--- config.mk ---
export PLATFORM = sky130hd
export DESIGN_NAME = rmdc_top
export DESIGN_NICKNAME = d
export VERILOG_FILES = /design/src/rmdc_pkg.sv /design/src/rmdc_top.sv /design/src/rmdc_sync_deb.sv
export SDC_FILE = /design/constraint.sdc
export NUM_CORES = 1
export LEC_CHECK = 0
export ABC_AREA = 1
export BUFFER_PORTS_ARGS = -buffer_cell sky130_fd_sc_hd__buf_2
export CORE_MARGIN = 10
export CORE_UTILIZATION = 45
export CTS_BUF_LIST = sky130_fd_sc_hd__clkbuf_4
export DETAILED_ROUTE_END_ITERATION = 7
export PLACE_DENSITY_LB_ADDON = 0.05
export SYNTH_ARGS = -nofsm -noshare
export SYNTH_HDL_FRONTEND = slang
export SYNTH_SLANG_ARGS = --single-unit
--- constraint.sdc ---
create_clock -name core_clk_i -period 5.12 [get_ports core_clk_i]
set_input_delay 0 -clock core_clk_i [delete_from_list [all_inputs] [get_ports core_clk_i]]
set_output_delay 0 -clock core_clk_i [all_outputs]
set_load 0.02 [all_outputs]
--- src/rmdc_pkg.sv ---
package rmdc_pkg;

    // ----------------------------------------------------------------
    // clock and timing
    // ----------------------------------------------------------------
    localparam int          CLK_HZ          = 250_000_000;
    localparam int          MENU_BAUD       = 115_200;
    localparam logic [11:0] MENU_BAUD_DIV   = 12'(CLK_HZ / MENU_BAUD);
    localparam int          ART_MIN_BPS     = 300;
    localparam int          ART_MAX_BPS     = 250_000;
    localparam int          ART_BIT_MAX_CYC = CLK_HZ / ART_MIN_BPS;
    localparam int          ART_BIT_MIN_CYC = CLK_HZ / ART_MAX_BPS;
    localparam int          SW_DEB_MS       = 10;
    localparam int          SW_DEB_CYC      = (CLK_HZ / 1000) * SW_DEB_MS;
    localparam int          SW_DEB_W        = 22;
    // rts must follow 1 Mbps framing, so only a short filter
    localparam int          RTS_DEB_CYC     = 2;
    localparam int          RTS_DEB_W       = 2;
    localparam int          BIT_CNT_W       = 20;
    localparam int          IDLE_CNT_W      = 24;

    // ----------------------------------------------------------------
    // switch off delay in bit times
    // ----------------------------------------------------------------
    localparam logic [1:0]  DLY_SEL_LONG    = 2'h0;
    localparam logic [1:0]  DLY_SEL_MED     = 2'h1;
    localparam logic [1:0]  DLY_SEL_SHORT   = 2'h2;
    localparam logic [3:0]  DLY_LONG_BITS   = 4'hB;
    localparam logic [3:0]  DLY_MED_BITS    = 4'h6;
    localparam logic [3:0]  DLY_SHORT_BITS  = 4'h2;

    // ----------------------------------------------------------------
    // line kinds and switch codes (s1 s2 s3 s4, on = 1)
    // ----------------------------------------------------------------
    localparam logic [1:0]  KIND_OFF        = 2'h0;
    localparam logic [1:0]  KIND_RS422      = 2'h1;
    localparam logic [1:0]  KIND_ART        = 2'h2;
    localparam logic [1:0]  KIND_RTS        = 2'h3;
    localparam logic [3:0]  SW_MENU         = 4'h0;
    localparam logic [3:0]  SW_FACTORY      = 4'h1;
    localparam logic [3:0]  SW_SOFT         = 4'h3;
    localparam logic [2:0]  SW_RS422_4W     = 3'h5;
    localparam logic [2:0]  SW_ART_4W       = 3'h7;
    localparam logic [2:0]  SW_ART_2W       = 3'h6;
    localparam logic [2:0]  SW_RTS_4W       = 3'h3;
    localparam logic [2:0]  SW_RTS_2W       = 3'h2;

    // ----------------------------------------------------------------
    // types
    // ----------------------------------------------------------------
    typedef struct packed {
        logic cfg_switch_1;
        logic cfg_switch_2;
        logic cfg_switch_3;
        logic cfg_switch_4;
    } rmdc_switch_type;

    typedef struct packed {
        logic [1:0] kind;
        logic       two_wire;
        logic       term;
        logic [1:0] dly;
    } rmdc_line_cfg_type;

    typedef struct packed {
        logic host_rx_activity_led;
        logic host_tx_activity_led;
        logic bus_tx_activity_led;
        logic bus_rx_activity_led;
        logic tx_enable_indicator;
    } rmdc_led_type;

    typedef enum logic [4:0] {
        MODE_MENU    = 5'h01,
        MODE_FACTORY = 5'h02,
        MODE_SOFT    = 5'h04,
        MODE_SWITCH  = 5'h08,
        MODE_INVALID = 5'h10
    } rmdc_mode_type;

    typedef struct packed {
        rmdc_line_cfg_type     cfg;
        rmdc_mode_type         mode;
        logic                  menu_active;
        logic [11:0]           menu_div;
        logic                  art_en;
        logic [BIT_CNT_W-1:0]  run_cnt;
        logic [BIT_CNT_W-1:0]  bit_len;
        logic [IDLE_CNT_W-1:0] idle_cnt;
        logic                  txd_d;
        logic                  tx_en;
        logic                  bus_txd;
        logic                  host_rxd;
        rmdc_led_type          led;
    } rmdc_state_type;

    localparam rmdc_line_cfg_type CFG_OFF     = '{kind: KIND_OFF, two_wire: 1'h0, term: 1'h0, dly: DLY_SEL_LONG};
    localparam rmdc_line_cfg_type FACTORY_CFG = '{kind: KIND_ART, two_wire: 1'h0, term: 1'h1, dly: DLY_SEL_LONG};

endpackage : rmdc_pkg

--- src/rmdc_top.sv ---
`timescale 1ns/1ns
// Summary of operation
// - all switches off opens the menu at 115200 8N1
// - switches decode into five line modes: RS422, auto and RTS RS485
// - off off on on applies the stored configuration
// - fourth switch enables termination in switch modes; stored configuration uses its stored setting only
// - RS422 keeps the transmitter always on, 4-wire full duplex
// - RS485 modes never echo own transmit data to the host
// - RS485 transmitter enable comes from RTS or auto direction logic
// - auto direction measures bit rate live, 300 bps to 250 kbps
// - RTS control supports rates up to 1 Mbps
// - 2-wire half duplex exists only in RS485 modes
// - host side is DCE: drives RxD, takes TxD and RTS
// - indicator shows when auto direction logic enables the transmitter
// - activity indicators for data from and to the host
// - activity indicators for bus transmit and bus receive
// - a start bit on outgoing data enables the transmitter
// - switch off after 11, 6 or 2 idle bit times
// - RTS active enables transmitter, inactive disables it
module rmdc_top #(
    parameter int SW_DEB_N      = rmdc_pkg::SW_DEB_CYC,
    parameter int ART_BIT_MAX_N = rmdc_pkg::ART_BIT_MAX_CYC
) (
    // clock and reset
    input  wire logic                       core_clk_i,
    input  wire logic                       reset_i,
    // configuration
    input  wire rmdc_pkg::rmdc_switch_type   cfg_switch_i,
    input  wire rmdc_pkg::rmdc_line_cfg_type nv_cfg_i,
    // host side (dce)
    input  wire logic                       host_txd_i,
    input  wire logic                       host_rts_i,
    output logic                            host_rxd_o,
    // bus side
    input  wire logic                       bus_rx_i,
    output logic                            bus_txd_o,
    output logic                            bus_tx_en_o,
    output logic                            term_en_o,
    output logic                            half_duplex_o,
    // menu and status
    output logic                            menu_active_o,
    output logic [11:0]                     menu_baud_div_o,
    output rmdc_pkg::rmdc_mode_type          mode_o,
    output rmdc_pkg::rmdc_led_type           led_o
);
    import rmdc_pkg::*;

    rmdc_switch_type       sw_db;
    logic                  rts_db;
    rmdc_state_type        st_reg;
    rmdc_state_type        st_next;
    logic [3:0]            sw_code;
    logic [3:0]            dly_bits;
    logic [IDLE_CNT_W-1:0] thresh;
    logic                  is_art;
    logic                  is_485;

    // ----------------------------------------------------------------
    // input filtering
    // ----------------------------------------------------------------
    rmdc_sync_deb #(
        .W        (4),
        .CNT_W    (SW_DEB_W),
        .STABLE_N (SW_DEB_N)
    ) u_sw_deb (
        .core_clk_i (core_clk_i),
        .reset_i    (reset_i),
        .raw_i      (cfg_switch_i),
        .level_o    (sw_db)
    );

    // short filter keeps 1 Mbps timing
    rmdc_sync_deb #(
        .W        (1),
        .CNT_W    (RTS_DEB_W),
        .STABLE_N (RTS_DEB_CYC)
    ) u_rts_deb (
        .core_clk_i (core_clk_i),
        .reset_i    (reset_i),
        .raw_i      (host_rts_i),
        .level_o    (rts_db)
    );

    assign sw_code = {sw_db.cfg_switch_1, sw_db.cfg_switch_2, sw_db.cfg_switch_3, sw_db.cfg_switch_4};
    assign is_art  = (st_reg.cfg.kind == KIND_ART);
    assign is_485  = is_art || (st_reg.cfg.kind == KIND_RTS);

    always_comb begin
        case (st_reg.cfg.dly)
            DLY_SEL_MED:   dly_bits = DLY_MED_BITS;
            DLY_SEL_SHORT: dly_bits = DLY_SHORT_BITS;
            default:       dly_bits = DLY_LONG_BITS;
        endcase
    end

    assign thresh = IDLE_CNT_W'(st_reg.bit_len) * IDLE_CNT_W'(dly_bits);

    // ----------------------------------------------------------------
    // next state
    // ----------------------------------------------------------------
    always_comb begin
        st_next             = st_reg;
        st_next.menu_active = 1'h0;
        st_next.cfg         = CFG_OFF;
        case (sw_code)
            SW_MENU: begin
                st_next.mode        = MODE_MENU;
                st_next.menu_active = 1'h1;
            end
            SW_FACTORY: begin
                st_next.mode = MODE_FACTORY;
                st_next.cfg  = FACTORY_CFG;
            end
            SW_SOFT: begin
                st_next.mode = MODE_SOFT;
                st_next.cfg  = nv_cfg_i;
                if (nv_cfg_i.kind == KIND_RS422 || nv_cfg_i.kind == KIND_OFF) begin
                    st_next.cfg.two_wire = 1'h0;
                end
            end
            default: begin
                st_next.mode = MODE_SWITCH;
                st_next.cfg.term = sw_db.cfg_switch_4;
                case (sw_code[3:1])
                    SW_RS422_4W: st_next.cfg.kind = KIND_RS422;
                    SW_ART_4W:   st_next.cfg.kind = KIND_ART;
                    SW_RTS_4W:   st_next.cfg.kind = KIND_RTS;
                    SW_ART_2W: begin
                        st_next.cfg.kind     = KIND_ART;
                        st_next.cfg.two_wire = 1'h1;
                    end
                    SW_RTS_2W: begin
                        st_next.cfg.kind     = KIND_RTS;
                        st_next.cfg.two_wire = 1'h1;
                    end
                    default: begin
                        st_next.mode     = MODE_INVALID;
                        st_next.cfg.term = 1'h0;
                    end
                endcase
            end
        endcase
        st_next.menu_div = st_next.menu_active ? MENU_BAUD_DIV : 12'h000;

        // auto direction: start bit on, idle bit times off
        st_next.txd_d = host_txd_i;
        if (!is_art) begin
            st_next.art_en   = 1'h0;
            st_next.idle_cnt = '0;
            st_next.run_cnt  = '0;
        end else if (!host_txd_i) begin
            st_next.art_en   = 1'h1;
            st_next.idle_cnt = '0;
            if (!st_reg.art_en) begin
                st_next.bit_len = BIT_CNT_W'(ART_BIT_MAX_N);
                st_next.run_cnt = BIT_CNT_W'(1);
            end else if (st_reg.run_cnt < BIT_CNT_W'(ART_BIT_MAX_N)) begin
                st_next.run_cnt = st_reg.run_cnt + BIT_CNT_W'(1);
            end
        end else begin
            st_next.run_cnt = '0;
            // shortest low run is one bit time
            if (!st_reg.txd_d && st_reg.art_en && st_reg.run_cnt < st_reg.bit_len) begin
                st_next.bit_len = (st_reg.run_cnt < BIT_CNT_W'(ART_BIT_MIN_CYC)) ?
                                  BIT_CNT_W'(ART_BIT_MIN_CYC) : st_reg.run_cnt;
            end
            if (st_reg.art_en) begin
                if (st_reg.idle_cnt >= thresh) begin
                    st_next.art_en   = 1'h0;
                    st_next.idle_cnt = '0;
                end else begin
                    st_next.idle_cnt = st_reg.idle_cnt + IDLE_CNT_W'(1);
                end
            end
        end

        case (st_reg.cfg.kind)
            KIND_RS422: st_next.tx_en = 1'h1;
            KIND_ART:   st_next.tx_en = st_next.art_en;
            KIND_RTS:   st_next.tx_en = rts_db;
            default:    st_next.tx_en = 1'h0;
        endcase

        st_next.bus_txd = host_txd_i;
        if (st_reg.cfg.kind == KIND_OFF) begin
            st_next.host_rxd = 1'h1;
        end else if (is_485 && st_next.tx_en) begin
            st_next.host_rxd = 1'h1;
        end else begin
            st_next.host_rxd = bus_rx_i;
        end

        st_next.led.tx_enable_indicator  = is_art && st_next.art_en;
        st_next.led.host_rx_activity_led = !host_txd_i;
        st_next.led.host_tx_activity_led = !st_next.host_rxd;
        st_next.led.bus_tx_activity_led  = !host_txd_i && st_next.tx_en;
        st_next.led.bus_rx_activity_led  = !bus_rx_i && !(is_485 && st_next.tx_en);
    end

    always_ff @(posedge core_clk_i) begin
        if (reset_i) begin
            st_reg <= '{cfg: CFG_OFF, mode: MODE_INVALID, menu_active: 1'h0, menu_div: 12'h000,
                        art_en: 1'h0, run_cnt: '0, bit_len: '0, idle_cnt: '0, txd_d: 1'h1,
                        tx_en: 1'h0, bus_txd: 1'h1, host_rxd: 1'h1, led: '0};
        end else begin
            st_reg <= st_next;
        end
    end

    // ----------------------------------------------------------------
    // outputs
    // ----------------------------------------------------------------
    assign host_rxd_o      = st_reg.host_rxd;
    assign bus_txd_o       = st_reg.bus_txd;
    assign bus_tx_en_o     = st_reg.tx_en;
    assign term_en_o       = st_reg.cfg.term;
    assign half_duplex_o   = st_reg.cfg.two_wire;
    assign menu_active_o   = st_reg.menu_active;
    assign menu_baud_div_o = st_reg.menu_div;
    assign mode_o          = st_reg.mode;
    assign led_o           = st_reg.led;
endmodule : rmdc_top

--- src/rmdc_sync_deb.sv ---
`timescale 1ns/1ns
module rmdc_sync_deb #(
    parameter int W        = 1,
    parameter int CNT_W    = 2,
    parameter int STABLE_N = 2
) (
    // clock and reset
    input  wire logic         core_clk_i,
    input  wire logic         reset_i,
    // raw and filtered levels
    input  wire logic [W-1:0] raw_i,
    output logic      [W-1:0] level_o
);
    import rmdc_pkg::*;

    typedef struct packed {
        logic [W-1:0]     sync1;
        logic [W-1:0]     sync2;
        logic [W-1:0]     level;
        logic [CNT_W-1:0] cnt;
    } rmdc_deb_state_type;

    rmdc_deb_state_type st_reg;
    rmdc_deb_state_type st_next;

    // ----------------------------------------------------------------
    // two flop synchroniser, then hold until stable
    // ----------------------------------------------------------------
    always_comb begin
        st_next       = st_reg;
        st_next.sync1 = raw_i;
        st_next.sync2 = st_reg.sync1;
        if (st_reg.sync2 != st_reg.level) begin
            if (st_reg.cnt >= CNT_W'(STABLE_N - 1)) begin
                st_next.level = st_reg.sync2;
                st_next.cnt   = '0;
            end else begin
                st_next.cnt = st_reg.cnt + CNT_W'(1);
            end
        end else begin
            st_next.cnt = '0;
        end
    end

    always_ff @(posedge core_clk_i) begin
        if (reset_i) begin
            st_reg <= '0;
        end else begin
            st_reg <= st_next;
        end
    end

    assign level_o = st_reg.level;
endmodule : rmdc_sync_deb

==> results.txt <==
* Largest fanout on the critical path: 19
* Power density over the cells: 168.3 nW/um^2
- Critical path start-end classification: flip-flop to flip-flop
- Vertical die dimension: 166.2 microns
* Cell taking the most area after synthesis: sky130_fd_sc_hd__dfxtp_1
* Total Power: about 1.8 mW
* Number of cell rows: 53
* Most common cell after layout, fill and taps aside: sky130_fd_sc_hd__nand2_1
* Pleak: 4.943 nW
- For this run, the post-layout net count is 1590.
- Post-route worst hold slack: between 200 and 300 ps
- CTS Sinks: 123
* Fraction of final layout cells sized beyond drive strength 1: 11.12%
- GPL Wtd Cong: about 0.88
- For this block, the initial DRC count from the detailed router was 397.
* Fraction of the cycle the final worst path needs: 94.12%
- Largest register FFs: 69
- Vias in the first global route: 8305
- The die covers 27630 sq um.
* Initial antenna violation count: 1
- Achievable clock frequency: 207.5 MHz
* DRC errors left: 0
- Pre-CTS WS: -37.88 ps
- Among all flip-flop cells after synthesis, the most frequent one is sky130_fd_sc_hd__dfxtp_1.
- Global-route congestion overflow total: 0
- Peak ir drop on the vdd network: 0.0001551 V
- The clock passes through at most 2 buffers.
* Vias per std cell: 4.915
- Setup violations remaining at the end of the flow were counted as 0.
- Layout Area Growth over Synthesis: 13.51%
- TritonRoute pass-1 iters: 5
- Number of routed nets with antenna violations: 0
- The worst setup path is captured at a flip-flop.
- Min Clock Period, post-route: between 4000 and 5000 ps
- The region available for standard cell placement spans 21020 sq um.
* Total length of routed wires: 23.84 mm
- In this run the tightest slew margin relative to its limit is between 40% and 50%.
- GR Util All Layers: 16.97%
- Setup TNS after final layout: 0 ps
* Count of H-tree levels built during CTS: 4
- Top-area cell type share of the netlist area: 25.59%
- WL/cell: 13.62 microns
- The slowest stage of the critical path is the sky130_fd_sc_hd__fa_1 cell.
* Inserted Clock Buffers: 17
- The final count of hold timing violations was 0.
- Syn avg cell area: 6.830 sq um
- Data arrival, critical path: 5290 ps
- TritonCTS built the clock tree.
* Part of the Yosys area used for sequential elements: approximately 26%
- Counting flops with a built-in enable in the synthesized netlist gives 0.
- Clock Pin Slew Worst Setup and Hold Paths: ~140 ps
* Routed vias: 8607
- Setup WS post-layout: 301.0 ps
- Share of async-settable or async-resettable flops after synthesis: 0%
* Synth area leaders: sky130_fd_sc_hd__dfxtp_1 (26%), sky130_fd_sc_hd__nand2_1 (12%), sky130_fd_sc_hd__ha_1 (10%), sky130_fd_sc_hd__inv_1 (9.8%), sky130_fd_sc_hd__fa_1 (7.5%)
- After synthesis the cells add up to 9623 sq um.
- The worst setup path is launched from a flip-flop.
- Data on the critical path is required at its endpoint by 5590 ps.
* Result of the run: completed
- Most frequent CP cell: sky130_fd_sc_hd__inv_1
- Number of storage elements in the synthesis netlist: roughly 120
- Clock network latency to the later pin of the worst-skew pair: 540 ps
- Wire length of the first global-routing pass: 40.12 mm
* Number of cells produced by synthesis: 1409
- The path class of the tightest hold or removal check is input port to flip-flop.
* Number of top-level design ports: 43
- Max Cap Violations: 0
- Final non-filler cell area: 10920 sq um
- Detailed Place HPWL: 18.60 mm
- Number of input and output port buffers inserted: 36
* Count of final max-slew check failures: 0
- Effective utilization at floorplan: 45.78%
- Root Buffer Master: sky130_fd_sc_hd__clkbuf_4
- Buffers & Inverters on Critical Path: 8
- Entering global routing, the biggest net connects 33 pins.
* Maximum clock skew at final layout: 34.85 ps
- Leaving out fill and tap cells, the most frequent cells in the layout are sky130_fd_sc_hd__nand2_1 (297), sky130_fd_sc_hd__inv_1 (251), sky130_fd_sc_hd__nor2_1 (154).
- Count of synthesis-stage warnings from yosys: 0
* Pin slew with the least headroom to its limit: 846.9 ps
- Cell family contributing the most delay on the critical path: adder cells
* Slowest cell delay on critical path: roughly 540 ps
- Netlist cell types: 45
- The die is ~170 microns wide.
* Cell area after placement: 10010 sq um
[worst reg2reg max path, cell delays in order (launching register included)]
cell and delay (ps):
sky130_fd_sc_hd__dfxtp_1 330, sky130_fd_sc_hd__inv_1 40, sky130_fd_sc_hd__ha_1 310, sky130_fd_sc_hd__buf_12 170, sky130_fd_sc_hd__nand2_1 110, sky130_fd_sc_hd__inv_1 70, sky130_fd_sc_hd__fa_1 500, sky130_fd_sc_hd__inv_1 50
sky130_fd_sc_hd__fa_1 540, sky130_fd_sc_hd__inv_1 80, sky130_fd_sc_hd__ha_4 310, sky130_fd_sc_hd__nand2_1 100, sky130_fd_sc_hd__nor2_2 130, sky130_fd_sc_hd__inv_1 70, sky130_fd_sc_hd__nor3_2 200, sky130_fd_sc_hd__nand4_1 140
sky130_fd_sc_hd__nand3_2 130, sky130_fd_sc_hd__xor2_2 170, sky130_fd_sc_hd__ha_1 250, sky130_fd_sc_hd__nand2_1 100, sky130_fd_sc_hd__nor2_4 50, sky130_fd_sc_hd__buf_4 130, sky130_fd_sc_hd__a21oi_4 160, sky130_fd_sc_hd__nand3_4 160
sky130_fd_sc_hd__buf_12 180, sky130_fd_sc_hd__nand3b_1 160, sky130_fd_sc_hd__a21oi_1 130
[logic make-up (layout without fill, tap and decap cells)]
group           count (synthesis)  count (layout)  share of synthesized area (%)
other cells                     1               7                        0.03897
fa+ha+maj                     113             113                          17.50
buf+inv                       309             370                          13.34
flops                         123             123                          25.59
compound gates                179             179                          10.21
simple gates                  625             625                          27.95
xor+xnor                       59              59                          5.370
[per-layer routing]
| metal | GRT usage (%) | part of all wire [%] | vias up |
|---|---|---|---|
| met5 | 0 | 0 | - |
| met4 | 3.016 | 0.80 | 0 |
| met3 | 2.816 | 2.9 | 15 |
| met2 | 28.60 | 47 | 116 |
| met1 | 22.47 | 49 | 3945 |
| li1 | - | - | 4531 |
[repair_timing]
item	CTS	global route
endpoints found under the setup margin	7	30
hold buffers	21	0
setup buffers	0	7
endpoints found under the hold margin	29	0
pin swaps	0	20
gates resized for setup	2	60
[stage by stage]
| stage | instances | utilization [%] |
|---|---|---|
| after global placement | 1690 | 47.62 |
| after detailed placement | 1690 | 47.62 |
| final | 1751 | 51.96 |
| after global routing | 1751 | 51.96 |
| after CTS | 1743 | 50.20 |
| after floorplan | 1414 | - |
[Yosys cell counts, types with 4 or more instances]
master                       n
sky130_fd_sc_hd__nand2_1   301
sky130_fd_sc_hd__inv_1     252
sky130_fd_sc_hd__nor2_1    160
sky130_fd_sc_hd__dfxtp_1   123
sky130_fd_sc_hd__a21oi_1   102
sky130_fd_sc_hd__ha_1       77
sky130_fd_sc_hd__nand3_1    60
sky130_fd_sc_hd__o21ai_0    43
sky130_fd_sc_hd__fa_1       36
sky130_fd_sc_hd__nand4_1    34
sky130_fd_sc_hd__xor2_1     32
sky130_fd_sc_hd__nor3_1     31
sky130_fd_sc_hd__xnor2_1    27
sky130_fd_sc_hd__buf_4      23
sky130_fd_sc_hd__clkbuf_1   17
sky130_fd_sc_hd__buf_2      10
sky130_fd_sc_hd__nor4_1      8
sky130_fd_sc_hd__a31oi_1     7
sky130_fd_sc_hd__nor3b_1     6
sky130_fd_sc_hd__o21bai_1    6
sky130_fd_sc_hd__nand3b_1    5
sky130_fd_sc_hd__or2_2       5
sky130_fd_sc_hd__o22ai_1     4
[where the power goes]
group | total [mW] | internal (mW) | switching (mW)
clock | 0.805 | 0.357 | 0.447
combinational | 0.0636 | 0.0249 | 0.0387
sequential | 0.970 | 0.965 | 0.00486
[path summary, 6_finish.rpt]
path,start,to,slack (ps),cells past startpoint
max,st_reg[93],st_reg[22],300,26
min reg2reg,u_rts_deb.st_next[3],u_rts_deb.st_reg[3],390,2
max reg2reg,st_reg[93],st_reg[22],300,26
min,nv_cfg_i[1],st_reg[93],260,4
[area by class of cell]
type	count	area, sq um
Fill cell	2151	10100
Multi-Input combinational cell	982	6202
Sequential cell	123	2462
Inverter	254	953.4
Timing Repair Buffer	84	630.6
Tap cell	275	344.1
Clock inverter	15	200.2
Clock buffer	17	127.6
Antenna cell	1	2.502
Power figures use the tool's default switching activity.
